## src/core/msp_uart_map.vh

```
// register map, field positions and timing constants of the serial port
// Behaviour
// - one location: write transmit, read receive buffer
// - mode 0 shifts 8 bits lsb first, clk/12
// - mode 1 frame: start 0, 8 data, stop 1
// - mode 1 keeps stop bit in rx ninth
// - modes 1,3: timer1 rate*2^doubler/32 or timer2/16
// - modes 2,3: eleven bits with ninth bit
// - mode 2 rate clk/64, or /32 doubled
// - buffer write starts transmission in every mode
// - mode 0 receives while rx done 0, enabled
// - async receive starts on falling edge if enabled
// - mode bits high,low decode modes 0..3
// - framing error sticky until software clears
// - filter modes 2,3: ninth 1 and address match
// - filter mode 1: valid stop and address match
// - mask bit 1 compares station bit, 0 ignores
// - address filter ignored in mode 0
// - tx done set when transmission ends
// - rx done set when reception ends, filtered
// - receive starts only while receive enable set; async receive stops when it clears
// - one interrupt from tx or rx done
// - done flags cleared only by software
// - clock select picks timer2 when 1
`ifndef MSP_UART_MAP_VH
`define MSP_UART_MAP_VH

`define MSP_OFS_CTRL   5'h00
`define MSP_OFS_BUF    5'h04
`define MSP_OFS_STATION_ADDRESS  5'h08
`define MSP_OFS_SMASK  5'h0C
`define MSP_OFS_PWR    5'h10
`define MSP_OFS_CLKSEL 5'h14

`define MSP_SC_B7  7
`define MSP_SC_SML 6
`define MSP_SC_AFE 5
`define MSP_SC_REN 4
`define MSP_SC_TB8 3
`define MSP_SC_RB8 2
`define MSP_SC_TI  1
`define MSP_SC_RI  0
`define MSP_PWR_DBL 7
`define MSP_PWR_FES 6
`define MSP_CS_TX  0
`define MSP_CS_RX  1

`define MSP_RST_BYTE 8'h00

`define MSP_MODE0 2'h0
`define MSP_MODE1 2'h1
`define MSP_MODE2 2'h2
`define MSP_MODE3 2'h3

`define MSP_M0_LAST 4'hB
`define MSP_M0_HALF 4'h6
`define MSP_SUB_LAST 4'hF
`define MSP_SMP_A 4'h7
`define MSP_SMP_B 4'h8
`define MSP_SMP_C 4'h9
`define MSP_BITS8 4'h8
`define MSP_BITS10 4'hA
`define MSP_BITS11 4'hB
`define MSP_IDX_NINTH 4'h9
`define MSP_IDX_STOP2 4'hA

`endif

```

## src/core/msp_uart.v

```verilog
// multimode serial port with avalon-mm register slave
//
// Implementation choices: the Avalon-MM register port and the address map.
`timescale 1ns/1ps
`default_nettype none
`include "msp_uart_map.vh"

module msp_uart (
  input  wire        clk,           // 200 MHz clock, also bit-rate source
  input  wire        rst_n,         // async reset, active low
  input  wire [4:0]  avs_address,   // byte address
  input  wire        avs_read,      // read request
  input  wire        avs_write,     // write request
  input  wire [31:0] avs_writedata, // write data
  output reg  [31:0] avs_readdata,  // read data
  output reg         avs_waitrequest, // stall
  input  wire        timer1_ovf,    // timer1 overflow pulse
  input  wire        timer2_ovf,    // timer2 overflow pulse
  input  wire        rxd_i,         // serial input pin level
  output reg         rxd_o,         // mode 0 data out
  output reg         rxd_oe,        // mode 0 data out enable
  output reg         txd_o,         // serial out or shift clock
  output reg         serial_irq     // tx or rx done
);

  localparam TX_IDLE = 2'h0;
  localparam TX_M0   = 2'h1;
  localparam TX_ASY  = 2'h2;
  localparam RX_IDLE = 2'h0;
  localparam RX_M0   = 2'h1;
  localparam RX_ASY  = 2'h2;

  // bit-rate tick at sixteen times the bit rate
  function pick_tick;
    input [1:0] mode;
    input       sel;
    input       t1;
    input       half;
    input       dbl;
    input       t2;
    input [1:0] cnt;
    begin
      if (mode == `MSP_MODE2) begin
        pick_tick = dbl ? cnt[0] : &cnt;
      end else if (sel) begin
        pick_tick = t2;
      end else begin
        pick_tick = t1 & (dbl | half);
      end
    end
  endfunction

  // given or broadcast address compare
  function addr_match;
    input [7:0] b;
    input [7:0] sa;
    input [7:0] sm;
    reg   [7:0] bc;
    begin
      bc = sa | sm;
      addr_match = (((b ^ sa) & sm) == 8'h00) |
                   (((b ^ bc) & bc) == 8'h00);
    end
  endfunction

  reg  [7:0] sc_q;
  reg        fe_q;
  reg  [7:0] station_address_q;
  reg  [7:0] smask_q;
  reg        dbl_q;
  reg        fes_q;
  reg  [1:0] csel_q;
  reg  [7:0] txbuf_q;
  reg  [7:0] rxbuf_q;
  reg        half_q;
  reg  [1:0] m2cnt_q;
  reg        rxs1_q;
  reg        rxs2_q;
  reg        rxp_q;

  reg  [1:0]  tx_st_q;
  reg  [10:0] tx_sh_q;
  reg  [3:0]  tx_left_q;
  reg  [3:0]  tx_sub_q;

  reg  [1:0]  rx_st_q;
  reg  [7:0]  rx_sh_q;
  reg  [3:0]  rx_idx_q;
  reg  [3:0]  rx_sub_q;
  reg  [1:0]  rx_smp_q;
  reg         rx_nin_q;

  wire [1:0] mode;
  wire       wr_ack;
  wire       rd_req;
  wire       wr_buf;
  wire       wr_ctrl;
  wire       tx_tick;
  wire       rx_tick;
  wire       rx_bit;
  wire       rx_fall;
  wire       ren;
  reg        ti_set;
  reg        ri_set;
  reg        fe_set;
  reg        rb8_set;
  reg        rb8_val;
  reg        rxbuf_ld;
  reg  [7:0] rxbuf_val;

  // mode pair read high then low
  assign mode = {sc_q[`MSP_SC_B7], sc_q[`MSP_SC_SML]};
  assign ren  = sc_q[`MSP_SC_REN];

  // bus decode: write acts at the edge that sees waitrequest low
  assign wr_ack  = avs_write & ~avs_waitrequest;
  assign rd_req  = avs_read & avs_waitrequest;
  assign wr_buf  = wr_ack & (avs_address == `MSP_OFS_BUF);
  assign wr_ctrl = wr_ack & (avs_address == `MSP_OFS_CTRL);

  // separate tx and rx rate sources
  assign tx_tick = pick_tick(mode, csel_q[`MSP_CS_TX], timer1_ovf, half_q,
                             dbl_q, timer2_ovf, m2cnt_q);
  assign rx_tick = pick_tick(mode, csel_q[`MSP_CS_RX], timer1_ovf, half_q,
                             dbl_q, timer2_ovf, m2cnt_q);

  // majority of three mid-bit samples
  assign rx_bit  = (rx_smp_q[1] & rx_smp_q[0]) | (rx_smp_q[1] & rxs2_q) |
                   (rx_smp_q[0] & rxs2_q);
  assign rx_fall = rxp_q & ~rxs2_q;

  // pin synchroniser and rate prescalers
  always @(posedge clk or negedge rst_n) begin
    if (!rst_n) begin
      rxs1_q  <= 1'b1;
      rxs2_q  <= 1'b1;
      rxp_q   <= 1'b1;
      half_q  <= 1'b0;
      m2cnt_q <= 2'h0;
    end else begin
      rxs1_q  <= rxd_i;
      rxs2_q  <= rxs1_q;
      rxp_q   <= rxs2_q;
      m2cnt_q <= m2cnt_q + 2'h1;
      if (timer1_ovf) begin
        half_q <= ~half_q;
      end
    end
  end

  // avalon slave: one wait cycle per access, unmapped reads zero
  always @(posedge clk or negedge rst_n) begin
    if (!rst_n) begin
      avs_waitrequest <= 1'b1;
      avs_readdata    <= 32'h0000_0000;
    end else begin
      avs_waitrequest <= ~((avs_read | avs_write) & avs_waitrequest);
      if (rd_req) begin
        if (avs_address == `MSP_OFS_CTRL) begin
          avs_readdata <= {24'h000000, fes_q ? fe_q : sc_q[`MSP_SC_B7],
                           sc_q[6:0]};
        end else if (avs_address == `MSP_OFS_BUF) begin
          avs_readdata <= {24'h000000, rxbuf_q};
        end else if (avs_address == `MSP_OFS_STATION_ADDRESS) begin
          avs_readdata <= {24'h000000, station_address_q};
        end else if (avs_address == `MSP_OFS_SMASK) begin
          avs_readdata <= {24'h000000, smask_q};
        end else if (avs_address == `MSP_OFS_PWR) begin
          avs_readdata <= {24'h000000, dbl_q, fes_q, 6'h00};
        end else if (avs_address == `MSP_OFS_CLKSEL) begin
          avs_readdata <= {30'h00000000, csel_q};
        end else begin
          avs_readdata <= 32'h0000_0000;
        end
      end
    end
  end

  // software registers; hardware sets win over software clears
  always @(posedge clk or negedge rst_n) begin
    if (!rst_n) begin
      sc_q    <= `MSP_RST_BYTE;
      fe_q    <= 1'b0;
      station_address_q <= `MSP_RST_BYTE;
      smask_q <= `MSP_RST_BYTE;
      dbl_q   <= 1'b0;
      fes_q   <= 1'b0;
      csel_q  <= 2'h0;
      txbuf_q <= `MSP_RST_BYTE;
      rxbuf_q <= `MSP_RST_BYTE;
    end else begin
      if (wr_ctrl) begin
        sc_q[6:0] <= avs_writedata[6:0];
        if (fes_q) begin
          fe_q <= avs_writedata[`MSP_SC_B7];
        end else begin
          sc_q[`MSP_SC_B7] <= avs_writedata[`MSP_SC_B7];
        end
      end
      if (wr_buf) begin
        txbuf_q <= avs_writedata[7:0];
      end
      if (wr_ack && avs_address == `MSP_OFS_STATION_ADDRESS) begin
        station_address_q <= avs_writedata[7:0];
      end
      if (wr_ack && avs_address == `MSP_OFS_SMASK) begin
        smask_q <= avs_writedata[7:0];
      end
      if (wr_ack && avs_address == `MSP_OFS_PWR) begin
        dbl_q <= avs_writedata[`MSP_PWR_DBL];
        fes_q <= avs_writedata[`MSP_PWR_FES];
      end
      if (wr_ack && avs_address == `MSP_OFS_CLKSEL) begin
        csel_q <= avs_writedata[1:0];
      end
      if (ti_set) begin
        sc_q[`MSP_SC_TI] <= 1'b1;
      end
      if (ri_set) begin
        sc_q[`MSP_SC_RI] <= 1'b1;
      end
      if (rb8_set) begin
        sc_q[`MSP_SC_RB8] <= rb8_val;
      end
      if (fe_set) begin
        fe_q <= 1'b1;
      end
      if (rxbuf_ld) begin
        rxbuf_q <= rxbuf_val;
      end
    end
  end

  // interrupt request from either done flag
  always @(posedge clk or negedge rst_n) begin
    if (!rst_n) begin
      serial_irq <= 1'b0;
    end else begin
      serial_irq <= sc_q[`MSP_SC_TI] | sc_q[`MSP_SC_RI];
    end
  end

  // transmitter: any buffer write (re)starts a frame
  always @(posedge clk or negedge rst_n) begin
    if (!rst_n) begin
      tx_st_q   <= TX_IDLE;
      tx_sh_q   <= 11'h7FF;
      tx_left_q <= 4'h0;
      tx_sub_q  <= 4'h0;
      txd_o     <= 1'b1;
      rxd_o     <= 1'b1;
      rxd_oe    <= 1'b0;
      ti_set    <= 1'b0;
    end else begin
      ti_set <= 1'b0;
      if (wr_buf) begin
        tx_sub_q <= 4'h0;
        if (mode == `MSP_MODE0) begin
          tx_st_q   <= TX_M0;
          tx_sh_q   <= {3'h7, avs_writedata[7:0]};
          tx_left_q <= `MSP_BITS8;
          rxd_o     <= avs_writedata[0];
          rxd_oe    <= 1'b1;
          txd_o     <= 1'b0;
        end else begin
          tx_st_q <= TX_ASY;
          if (mode == `MSP_MODE1) begin
            tx_sh_q   <= {2'h3, avs_writedata[7:0], 1'b0};
            tx_left_q <= `MSP_BITS10;
          end else begin
            tx_sh_q   <= {1'b1, sc_q[`MSP_SC_TB8], avs_writedata[7:0],
                          1'b0};
            tx_left_q <= `MSP_BITS11;
          end
          txd_o <= 1'b0;
        end
      end else begin
        case (tx_st_q)
          TX_M0: begin
            // twelve clocks a bit: clock low half, high half
            tx_sub_q <= tx_sub_q + 4'h1;
            if (tx_sub_q == `MSP_M0_HALF - 4'h1) begin
              txd_o <= 1'b1;
            end
            if (tx_sub_q == `MSP_M0_LAST) begin
              tx_sub_q  <= 4'h0;
              tx_sh_q   <= {1'b1, tx_sh_q[10:1]};
              tx_left_q <= tx_left_q - 4'h1;
              rxd_o     <= tx_sh_q[1];
              if (tx_left_q == 4'h1) begin
                tx_st_q <= TX_IDLE;
                rxd_oe  <= 1'b0;
                rxd_o   <= 1'b1;
                ti_set  <= 1'b1;
              end else begin
                txd_o <= 1'b0;
              end
            end
          end
          TX_ASY: begin
            if (tx_tick) begin
              tx_sub_q <= tx_sub_q + 4'h1;
              if (tx_sub_q == `MSP_SUB_LAST) begin
                tx_sh_q   <= {1'b1, tx_sh_q[10:1]};
                tx_left_q <= tx_left_q - 4'h1;
                txd_o     <= tx_sh_q[1];
                if (tx_left_q == 4'h1) begin
                  tx_st_q <= TX_IDLE;
                  txd_o   <= 1'b1;
                  ti_set  <= 1'b1;
                end
              end
            end
          end
          TX_IDLE: begin
            // line idles high; mode 0 reception borrows the pin as its shift clock
            txd_o <= (rx_st_q != RX_M0) ||
                     (rx_sub_q >= `MSP_M0_HALF - 4'h1 &&
                      (rx_sub_q != `MSP_M0_LAST || rx_idx_q == `MSP_BITS8 - 4'h1));
          end
          default: begin
            tx_st_q <= TX_IDLE;
          end
        endcase
      end
    end
  end

  // receiver: mode 0 shift-in and async frames
  always @(posedge clk or negedge rst_n) begin
    if (!rst_n) begin
      rx_st_q   <= RX_IDLE;
      rx_sh_q   <= `MSP_RST_BYTE;
      rx_idx_q  <= 4'h0;
      rx_sub_q  <= 4'h0;
      rx_smp_q  <= 2'h3;
      rx_nin_q  <= 1'b0;
      ri_set    <= 1'b0;
      fe_set    <= 1'b0;
      rb8_set   <= 1'b0;
      rb8_val   <= 1'b0;
      rxbuf_ld  <= 1'b0;
      rxbuf_val <= `MSP_RST_BYTE;
    end else begin
      ri_set   <= 1'b0;
      fe_set   <= 1'b0;
      rb8_set  <= 1'b0;
      rxbuf_ld <= 1'b0;
      case (rx_st_q)
        RX_IDLE: begin
          rx_sub_q <= 4'h0;
          rx_idx_q <= 4'h0;
          if (ren) begin
            if (mode == `MSP_MODE0) begin
              if (!sc_q[`MSP_SC_RI] && tx_st_q == TX_IDLE && !wr_buf &&
                  !ri_set) begin
                rx_st_q <= RX_M0;
              end
            end else if (rx_fall) begin
              rx_st_q <= RX_ASY;
            end
          end
        end
        RX_M0: begin
          // shift clock comes from the transmitter's clock pin logic
          rx_sub_q <= rx_sub_q + 4'h1;
          if (rx_sub_q == `MSP_M0_LAST) begin
            rx_sub_q <= 4'h0;
            rx_idx_q <= rx_idx_q + 4'h1;
            rx_sh_q  <= {rxs2_q, rx_sh_q[7:1]};
            if (rx_idx_q == `MSP_BITS8 - 4'h1) begin
              rx_st_q   <= RX_IDLE;
              rxbuf_ld  <= 1'b1;
              rxbuf_val <= {rxs2_q, rx_sh_q[7:1]};
              ri_set    <= 1'b1;
            end
          end
        end
        RX_ASY: begin
          if (!ren) begin
            rx_st_q <= RX_IDLE;
          end else if (rx_tick) begin
            rx_sub_q <= rx_sub_q + 4'h1;
            if (rx_sub_q == `MSP_SMP_A || rx_sub_q == `MSP_SMP_B) begin
              rx_smp_q <= {rx_smp_q[0], rxs2_q};
            end
            if (rx_sub_q == `MSP_SMP_C) begin
              rx_idx_q <= rx_idx_q + 4'h1;
              if (rx_idx_q == 4'h0) begin
                if (rx_bit) begin
                  rx_st_q <= RX_IDLE;
                end
              end else if (rx_idx_q <= `MSP_BITS8) begin
                rx_sh_q <= {rx_bit, rx_sh_q[7:1]};
              end else if (rx_idx_q == `MSP_IDX_NINTH &&
                           mode != `MSP_MODE1) begin
                rx_nin_q <= rx_bit;
              end else begin
                // stop bit: finish the frame at mid-bit
                rx_st_q <= RX_IDLE;
                fe_set  <= ~rx_bit;
                if (!sc_q[`MSP_SC_AFE] ||
                    (addr_match(rx_sh_q, station_address_q, smask_q) &&
                     (mode == `MSP_MODE1 ? rx_bit : rx_nin_q))) begin
                  ri_set    <= 1'b1;
                  rb8_set   <= 1'b1;
                  rb8_val   <= (mode == `MSP_MODE1) ? rx_bit : rx_nin_q;
                  rxbuf_ld  <= 1'b1;
                  rxbuf_val <= rx_sh_q;
                end
              end
            end
          end
        end
        default: begin
          rx_st_q <= RX_IDLE;
        end
      endcase
    end
  end

endmodule

`default_nettype wire

```

## config.mk

```make
export PLATFORM = sky130hd
export DESIGN_NAME = msp_uart
export DESIGN_NICKNAME = d
export VERILOG_FILES = /design/src/core/msp_uart.v
export VERILOG_INCLUDE_DIRS = /design/src /design/src/core
export SDC_FILE = /design/constraint.sdc
export NUM_CORES = 1
export LEC_CHECK = 0
export BUFFER_PORTS_ARGS = -buffer_cell sky130_fd_sc_hd__buf_2
export CORE_AREA = 3 3 135 137
export DETAILED_ROUTE_END_ITERATION = 12
export DIE_AREA = 0 0 138 140
export PLACE_DENSITY = 0.58
export RECOVER_POWER = 25
export SYNTH_ARGS = -nofsm -noshare
export SYNTH_HDL_FRONTEND = slang
export SYNTH_SLANG_ARGS = --single-unit
```

## constraint.sdc

```tcl
create_clock -name clk -period 4.96 [get_ports clk]
set_input_delay 0.744 -clock clk [delete_from_list [all_inputs] [get_ports clk]]
set_output_delay 0.744 -clock clk [all_outputs]
set_load 0.02 [all_outputs]
```

==> results.cfg, run 1 <==
[synthesis]
synth-warning-count = 0
ys_ff_latch = 109
synth.most_common_cell = dfrtp_1
async_reset_ff_share_pct = 100
yosysSeqAreaShare_pct = 46.2
synth_cells = 540
synth.top_cell.area_share_pct = 38.7
synth_cell_types = 70
ys_top_cells_by_area = dfrtp_1, mux2_2, dfstp_2, ha_1, buf_4
yosys.area.top_type = dfrtp_1
synth_edf_count = 0
avgSynthCellArea_um2 = 11.0
synthTopCellsByCount = dfrtp_1, mux2_2, nand2_1
syn_area_mm2 = 0.00595
synthFlopType = dfrtp_1

[finish]
area_delta_synth_final_pct = 9.88
final_net_count = 630
antenna_cells = 0
post_route_cells_drive_above_1_share_pct = 25.9

[setup_path]
path_max_fanout = 17
endpoint_kind = flop
cp.arrival_ns = 3.27
cp.depth = 8
path_delay_family = compound AO/OA/AOI/OAI gates
path_cells = inv_1 > ha_1 > nand2_1 > nor2b_1 > nand4_2 > o21ai_0 > a32o_1 > mux2_4
crit_slowest_cell = ha_1
slowest_delay_ns = 0.64
ff2ff_path_depth = 8
worst-path-buf-inv = 1
cp_data_required_time_ns = 5.20
crit_path_start_kind = flop
worstSetupPathType = flop to flop

[detailed_routing]
num_vias = 4137
antenna_left = 0
dr.pass1.iters = 5
viasPerCell = 5.19
routed_wl_um = 13500
post-route-drc-count = 0
wl_per_cell_um = 16.9
drtIter0Drc = 251

[global_route]
track_usage_pct = 14.1
grt_pass1_wl_um = 22200
grt_max_degree = 65
grt_pass1_vias = 4180
grt_remaining_overflow = 0
antenna_found_initial = 1

[sta]
fin_crit_ns = 3.04
max_clock_freq_mhz = 329
report.final.slew_viol_count = 0
rsz0062_at_grt = no
fin_crit_sh_pct = 61.3
worst_pin_slew_ns = 0.826
setup_violations = 0
final_hold_viol_count = 0
tns_ns = 0
fin_skew_ns = 0.0105
max_slew_margin_pct = 45.0

[placement]
finalWeightedCongestion = 0.860
place.port_buffers = 32
post-dp-hpwl_um = 9800

[floorplanning]
core_mm2 = 0.0172
start_util_pct = 34.6
die_h_um = 140
rows = 48
dieWidth_um = 138
io_pins = 81
die_area_mm2 = 0.0193

[run]
drv_cap = 0

[clock_tree]
ctsHoldBuffers = 0
cts.sinks = 109
cts_resized = 0
cts_buffers = 9
clk_pin_slew_ns = 0.07
worstSkewPairLatency_ns = 0.36
cts-root-buf = clkbuf_16
clockBufferDepth = 2
cts_tree = done
post_cts_buffers = 0
h-tree-depth = 3

[pwr]
vdd_drop_max_mv = 0.174
p_total_mw = 2.91
power_density_mw_per_mm2 = 445
p_leak_nw = 2.98

[outcome]
status = finished clean

[min_path]
min_path_type = flop to flop
holdPathStages = 0
stage by stage:
step           util, %  cells  worst slack [ns]  hold slack, ns  instance area [µm²]
2_1_floorplan        -    563              2.60           0.345                 6040
3_3_place_gp      36.3    781              1.97           0.346                 6240
3_5_place_dp      36.3    781              1.90           0.348                 6240
4_1_cts           38.1    797              1.87           0.359                 6540
5_1_grt           38.1    797              1.67           0.366                 6540
6_report          38.1    797              1.92           0.363                 6540
area by class of cell:
| cell class | instances | area [µm²] |
|---|---|---|
| Clock buffer | 10 | 229 |
| Clock inverter | 6 | 72.6 |
| Fill cell | 1686 | 10600 |
| Inverter | 24 | 90.1 |
| Multi-Input combinational cell | 389 | 2940 |
| Sequential cell | 109 | 2750 |
| Tap cell | 225 | 282 |
| Timing Repair Buffer | 34 | 176 |
path summary, 6_finish.rpt:
path | from | to | slack, ns
setup reg to reg | rx_st_q[0] | rxbuf_val[4] | 1.92
hold reg to reg | rxs1_q | rxs2_q | 0.36
setup / recovery | rx_st_q[0] | rxbuf_val[4] | 1.92
min in group asynchronous | rst_n | rxbuf_val[3] | 0.49
max in group asynchronous | rst_n | tx_sub_q[3] | 3.34
hold / removal | rxs1_q | rxs2_q | 0.36
logic make-up after synthesis:
kind of cell             count (synthesis)  synth area share [%]
XOR/XNOR                                14                  2.06
AND/OR/NAND/NOR                        150                  13.4
other                                    1                0.0630
multiplexers                            81                  16.3
buffers and inverters                   65                  5.85
AO/OA/AOI/OAI                          100                  12.0
adder cells (fa/ha/maj)                 20                  4.16
flip-flops                             109                  46.2
registers in the layout (all words and copies together) (netlist names), 2 cells and up:
register / flops
tx_left_q: 4
tx_sh_q: 9
rx_smp_q: 2
avs_readdata: 8
rxbuf_val: 8
rx_idx_q: 4
tx_sub_q: 4
csel_q: 2
rxbuf_q: 8
tx_st_q: 2
rx_sub_q: 4
sc_q: 8
station_address_q: 8
smask_q: 8
rx_st_q: 2
rx_sh_q: 8
m2cnt_q: 2
where the power goes:
part / leakage (nW) / total, mW / internal [mW] / switching [mW]
clock: 0.143 / 0.737 / 0.397 / 0.340
combinational: 1.44 / 0.866 / 0.417 / 0.449
sequential: 1.39 / 1.30 / 1.11 / 0.189
placed cells by master (no fill, tap or decap), types with 17 or more instances in the layout:
| master | Yosys | routed |
|---|---|---|
| a21oi_1 | 17 | 17 |
| buf_2 | 2 | 30 |
| conb_1 | 1 | 24 |
| dfrtp_1 | 92 | 92 |
| ha_1 | 19 | 19 |
| inv_1 | 24 | 24 |
| mux2_2 | 56 | 56 |
| nand2_1 | 44 | 44 |
| nor2_1 | 23 | 23 |
| o21ai_0 | 18 | 18 |
metal layers:
metal / routed length (µm) / GRT usage [%] / up-vias / share of wire [%]
met4: 141 / 3.74 / 2 / 1.0
met3: 599 / 3.31 / 13 / 4.4
met1: 6210 / 18.8 / 2082 / 46
met5: 10 / 0 / - / 0.074
li1: - / - / 1959 / -
met2: 6540 / 23.3 / 81 / 48
(Power assumes the default switching activity.)
==> run 2: changes to the inputs <==
--- a/config.mk
+++ b/config.mk
@@ -6,11 +6,12 @@
 export SDC_FILE = /design/constraint.sdc
 export NUM_CORES = 1
 export LEC_CHECK = 0
+export ABC_AREA = 1
 export BUFFER_PORTS_ARGS = -buffer_cell sky130_fd_sc_hd__buf_2
-export CORE_AREA = 3 3 135 137
+export CORE_AREA = 3 3 138 140
 export DETAILED_ROUTE_END_ITERATION = 12
-export DIE_AREA = 0 0 138 140
-export PLACE_DENSITY = 0.58
+export DIE_AREA = 0 0 141 143
+export PLACE_DENSITY = 0.6
 export RECOVER_POWER = 25
 export SYNTH_ARGS = -nofsm -noshare
 export SYNTH_HDL_FRONTEND = slang
==> constraint.sdc (replaced) <==
create_clock -name clk -period 2.66 [get_ports clk]
set_input_delay 0.399 -clock clk [delete_from_list [all_inputs] [get_ports clk]]
set_output_delay 0.399 -clock clk [all_outputs]
set_load 0.02 [all_outputs]
==> results.cfg, run 2 <==
[synthesis]
yosysSeqAreaShare_pct = 44.3
syn_area_mm2 = 0.00621
synth_cells = 773
ys_ff_latch = 109
avgSynthCellArea_um2 = 8.03
yosys.area.top_type = dfrtp_1
async_reset_ff_share_pct = 100
synthTopCellsByCount = nand2_1, dfrtp_1, inv_1
synth.most_common_cell = nand2_1
synth_edf_count = 0
synth_cell_types = 48
synthFlopType = dfrtp_1
ys_top_cells_by_area = dfrtp_1, nand2_1, dfstp_2, o21ai_0, inv_1
synth.top_cell.area_share_pct = 37.1
synth-warning-count = 0

[sta]
max_clock_freq_mhz = 497
final_hold_viol_count = 0
fin_skew_ns = 0.0102
setup_violations = 0
tns_ns = 0
fin_crit_sh_pct = 75.7
report.final.slew_viol_count = 0
worst_slack_ns = 0.646
rsz0062_at_grt = no
max_slew_margin_pct = 18.3
fin_crit_ns = 2.01
worst_pin_slew_ns = 1.23

[finish]
area_delta_synth_final_pct = 9.33
final_cell_mix = nand2_1, dfrtp_1, inv_1
fillCellCount = 1901
post_route_cells_drive_above_1_share_pct = 14.0
finalInstanceArea_mm2 = 0.00679
final_common_cell = nand2_1
largest_reg_flops = 9
antenna_cells = 0
final_net_count = 870
top_register = tx_sh_q

[setup_path]
ff2ff_path_depth = 8
cp_data_required_time_ns = 2.94
worstSetupPathType = input port to asynchronous set/reset pin
crit_path_frequent_cell = clkbuf_2
slowest_delay_ns = 1.06
r2r_slack_ns = 0.69
crit_slowest_cell = clkbuf_2
endpoint_kind = asynchronous set/reset pin
path_delay_family = buffers and inverters
cp.arrival_ns = 2.30
worst-path-buf-inv = 2
path_max_fanout = 48
crit_path_start_kind = input port
path_cells = clkbuf_2 > clkbuf_2
cp.depth = 2

[clock_tree]
cts-root-buf = clkbuf_16
cts_buffers = 9
post_cts_buffers = 0
clockBufferDepth = 2
h-tree-depth = 3
clk_pin_slew_ns = 0.07
cts_resized = 0
worstSkewPairLatency_ns = 0.36
cts.sinks = 109
cts_tree = done
ctsHoldBuffers = 0

[placement]
finalWeightedCongestion = 0.807
post-dp-hpwl_um = 10800
postPlaceCellArea_mm2 = 0.00652
dp_worst_setup_slack_ns = 0.695
place.port_buffers = 32

[detailed_routing]
num_vias = 4940
wl_per_cell_um = 13.8
antenna_left = 0
viasPerCell = 4.75
drtIter0Drc = 275
post-route-drc-count = 0
dr.pass1.iters = 6
routed_wl_um = 14300

[min_path]
min_path_type = input port to flop
holdPathStages = 1

[global_route]
grt_max_degree = 49
antenna_found_initial = 0
grt_remaining_overflow = 0
track_usage_pct = 15.0
grt_pass1_vias = 4727
grt_pass1_wl_um = 24200

[floorplanning]
die_area_mm2 = 0.0202
start_util_pct = 34.6
rows = 49
core_mm2 = 0.0180
io_pins = 81
die_h_um = 143
dieWidth_um = 141

[outcome]
status = finished clean

[pwr]
p_leak_nw = 3.30
power_density_mw_per_mm2 = 861
vdd_drop_max_mv = 0.446

[run]
drv_cap = 0
run 2: cell types whose count changed after synthesis, moves of 16 or more:
cell	before	now
nand3_1	15	55
inv_1	24	87
a21oi_1	17	36
nand2_1	44	206
mux2_2	56	6
nor2_1	23	39
o21ai_0	18	86
run 2: per-stage QoR:
stage / power (mW) / utilization, % / cells / hold slack, ns
final: 5.85 / 37.8 / 1041 / 0.131
after global routing: 6.36 / 37.8 / 1041 / 0.121
after CTS: 5.91 / 37.9 / 1041 / 0.0512
after detailed placement: 4.55 / 36.3 / 1025 / 0.350
after global placement: 4.52 / 36.3 / 1025 / 0.346
after floorplan: 4.05 / - / 796 / 0.103
run 2: layout make-up:
| class | count | area [µm²] | area share (%) |
|---|---|---|---|
| flip-flops and latches | 109 | 2750 | 40.5 |
| well taps | 229 | 287 | 4.22 |
| clock inverters | 5 | 41.3 | 0.608 |
| clock buffers | 11 | 243 | 3.58 |
| repair buffers | 39 | 210 | 3.10 |
| inverters | 94 | 358 | 5.27 |
| multi-input cells | 554 | 2900 | 42.7 |
run 2: layer usage:
metal	share of wire, %	GRT usage [%]	routed length (µm)	vias up
li1	-	-	-	2540
met1	49	21.1	7050	2305
met2	45	23.9	6500	80
met3	4.3	3.01	610	15
met4	1.2	3.52	167	0
met5	0	0	0	-
run 2: worst paths after layout:
kind                             start            to
max                              rst_n  tx_left_q[1]
max in group clk           tx_sub_q[0]  tx_left_q[3]
min in group asynchronous        rst_n    rxbuf_q[5]
min reg2reg                     rxs1_q        rxs2_q
min                              rxd_i        rxs1_q
max reg2reg                tx_sub_q[0]  tx_left_q[3]
run 2: cell families after synthesis:
kind of cell,share of synthesized area (%)
adders and majority gates,3.83
AOI/OAI and AO/OA,13.7
muxes,1.09
DFF,44.3
and+or+nand+nor,25.6
xor gates and xnor gates,0.988
buffers and inverters,10.4
other,0.0604
run 2: where the power goes:
part	internal, mW	switching, mW
clock network	0.675	0.663
logic	0.747	1.41
registers	2.05	0.309
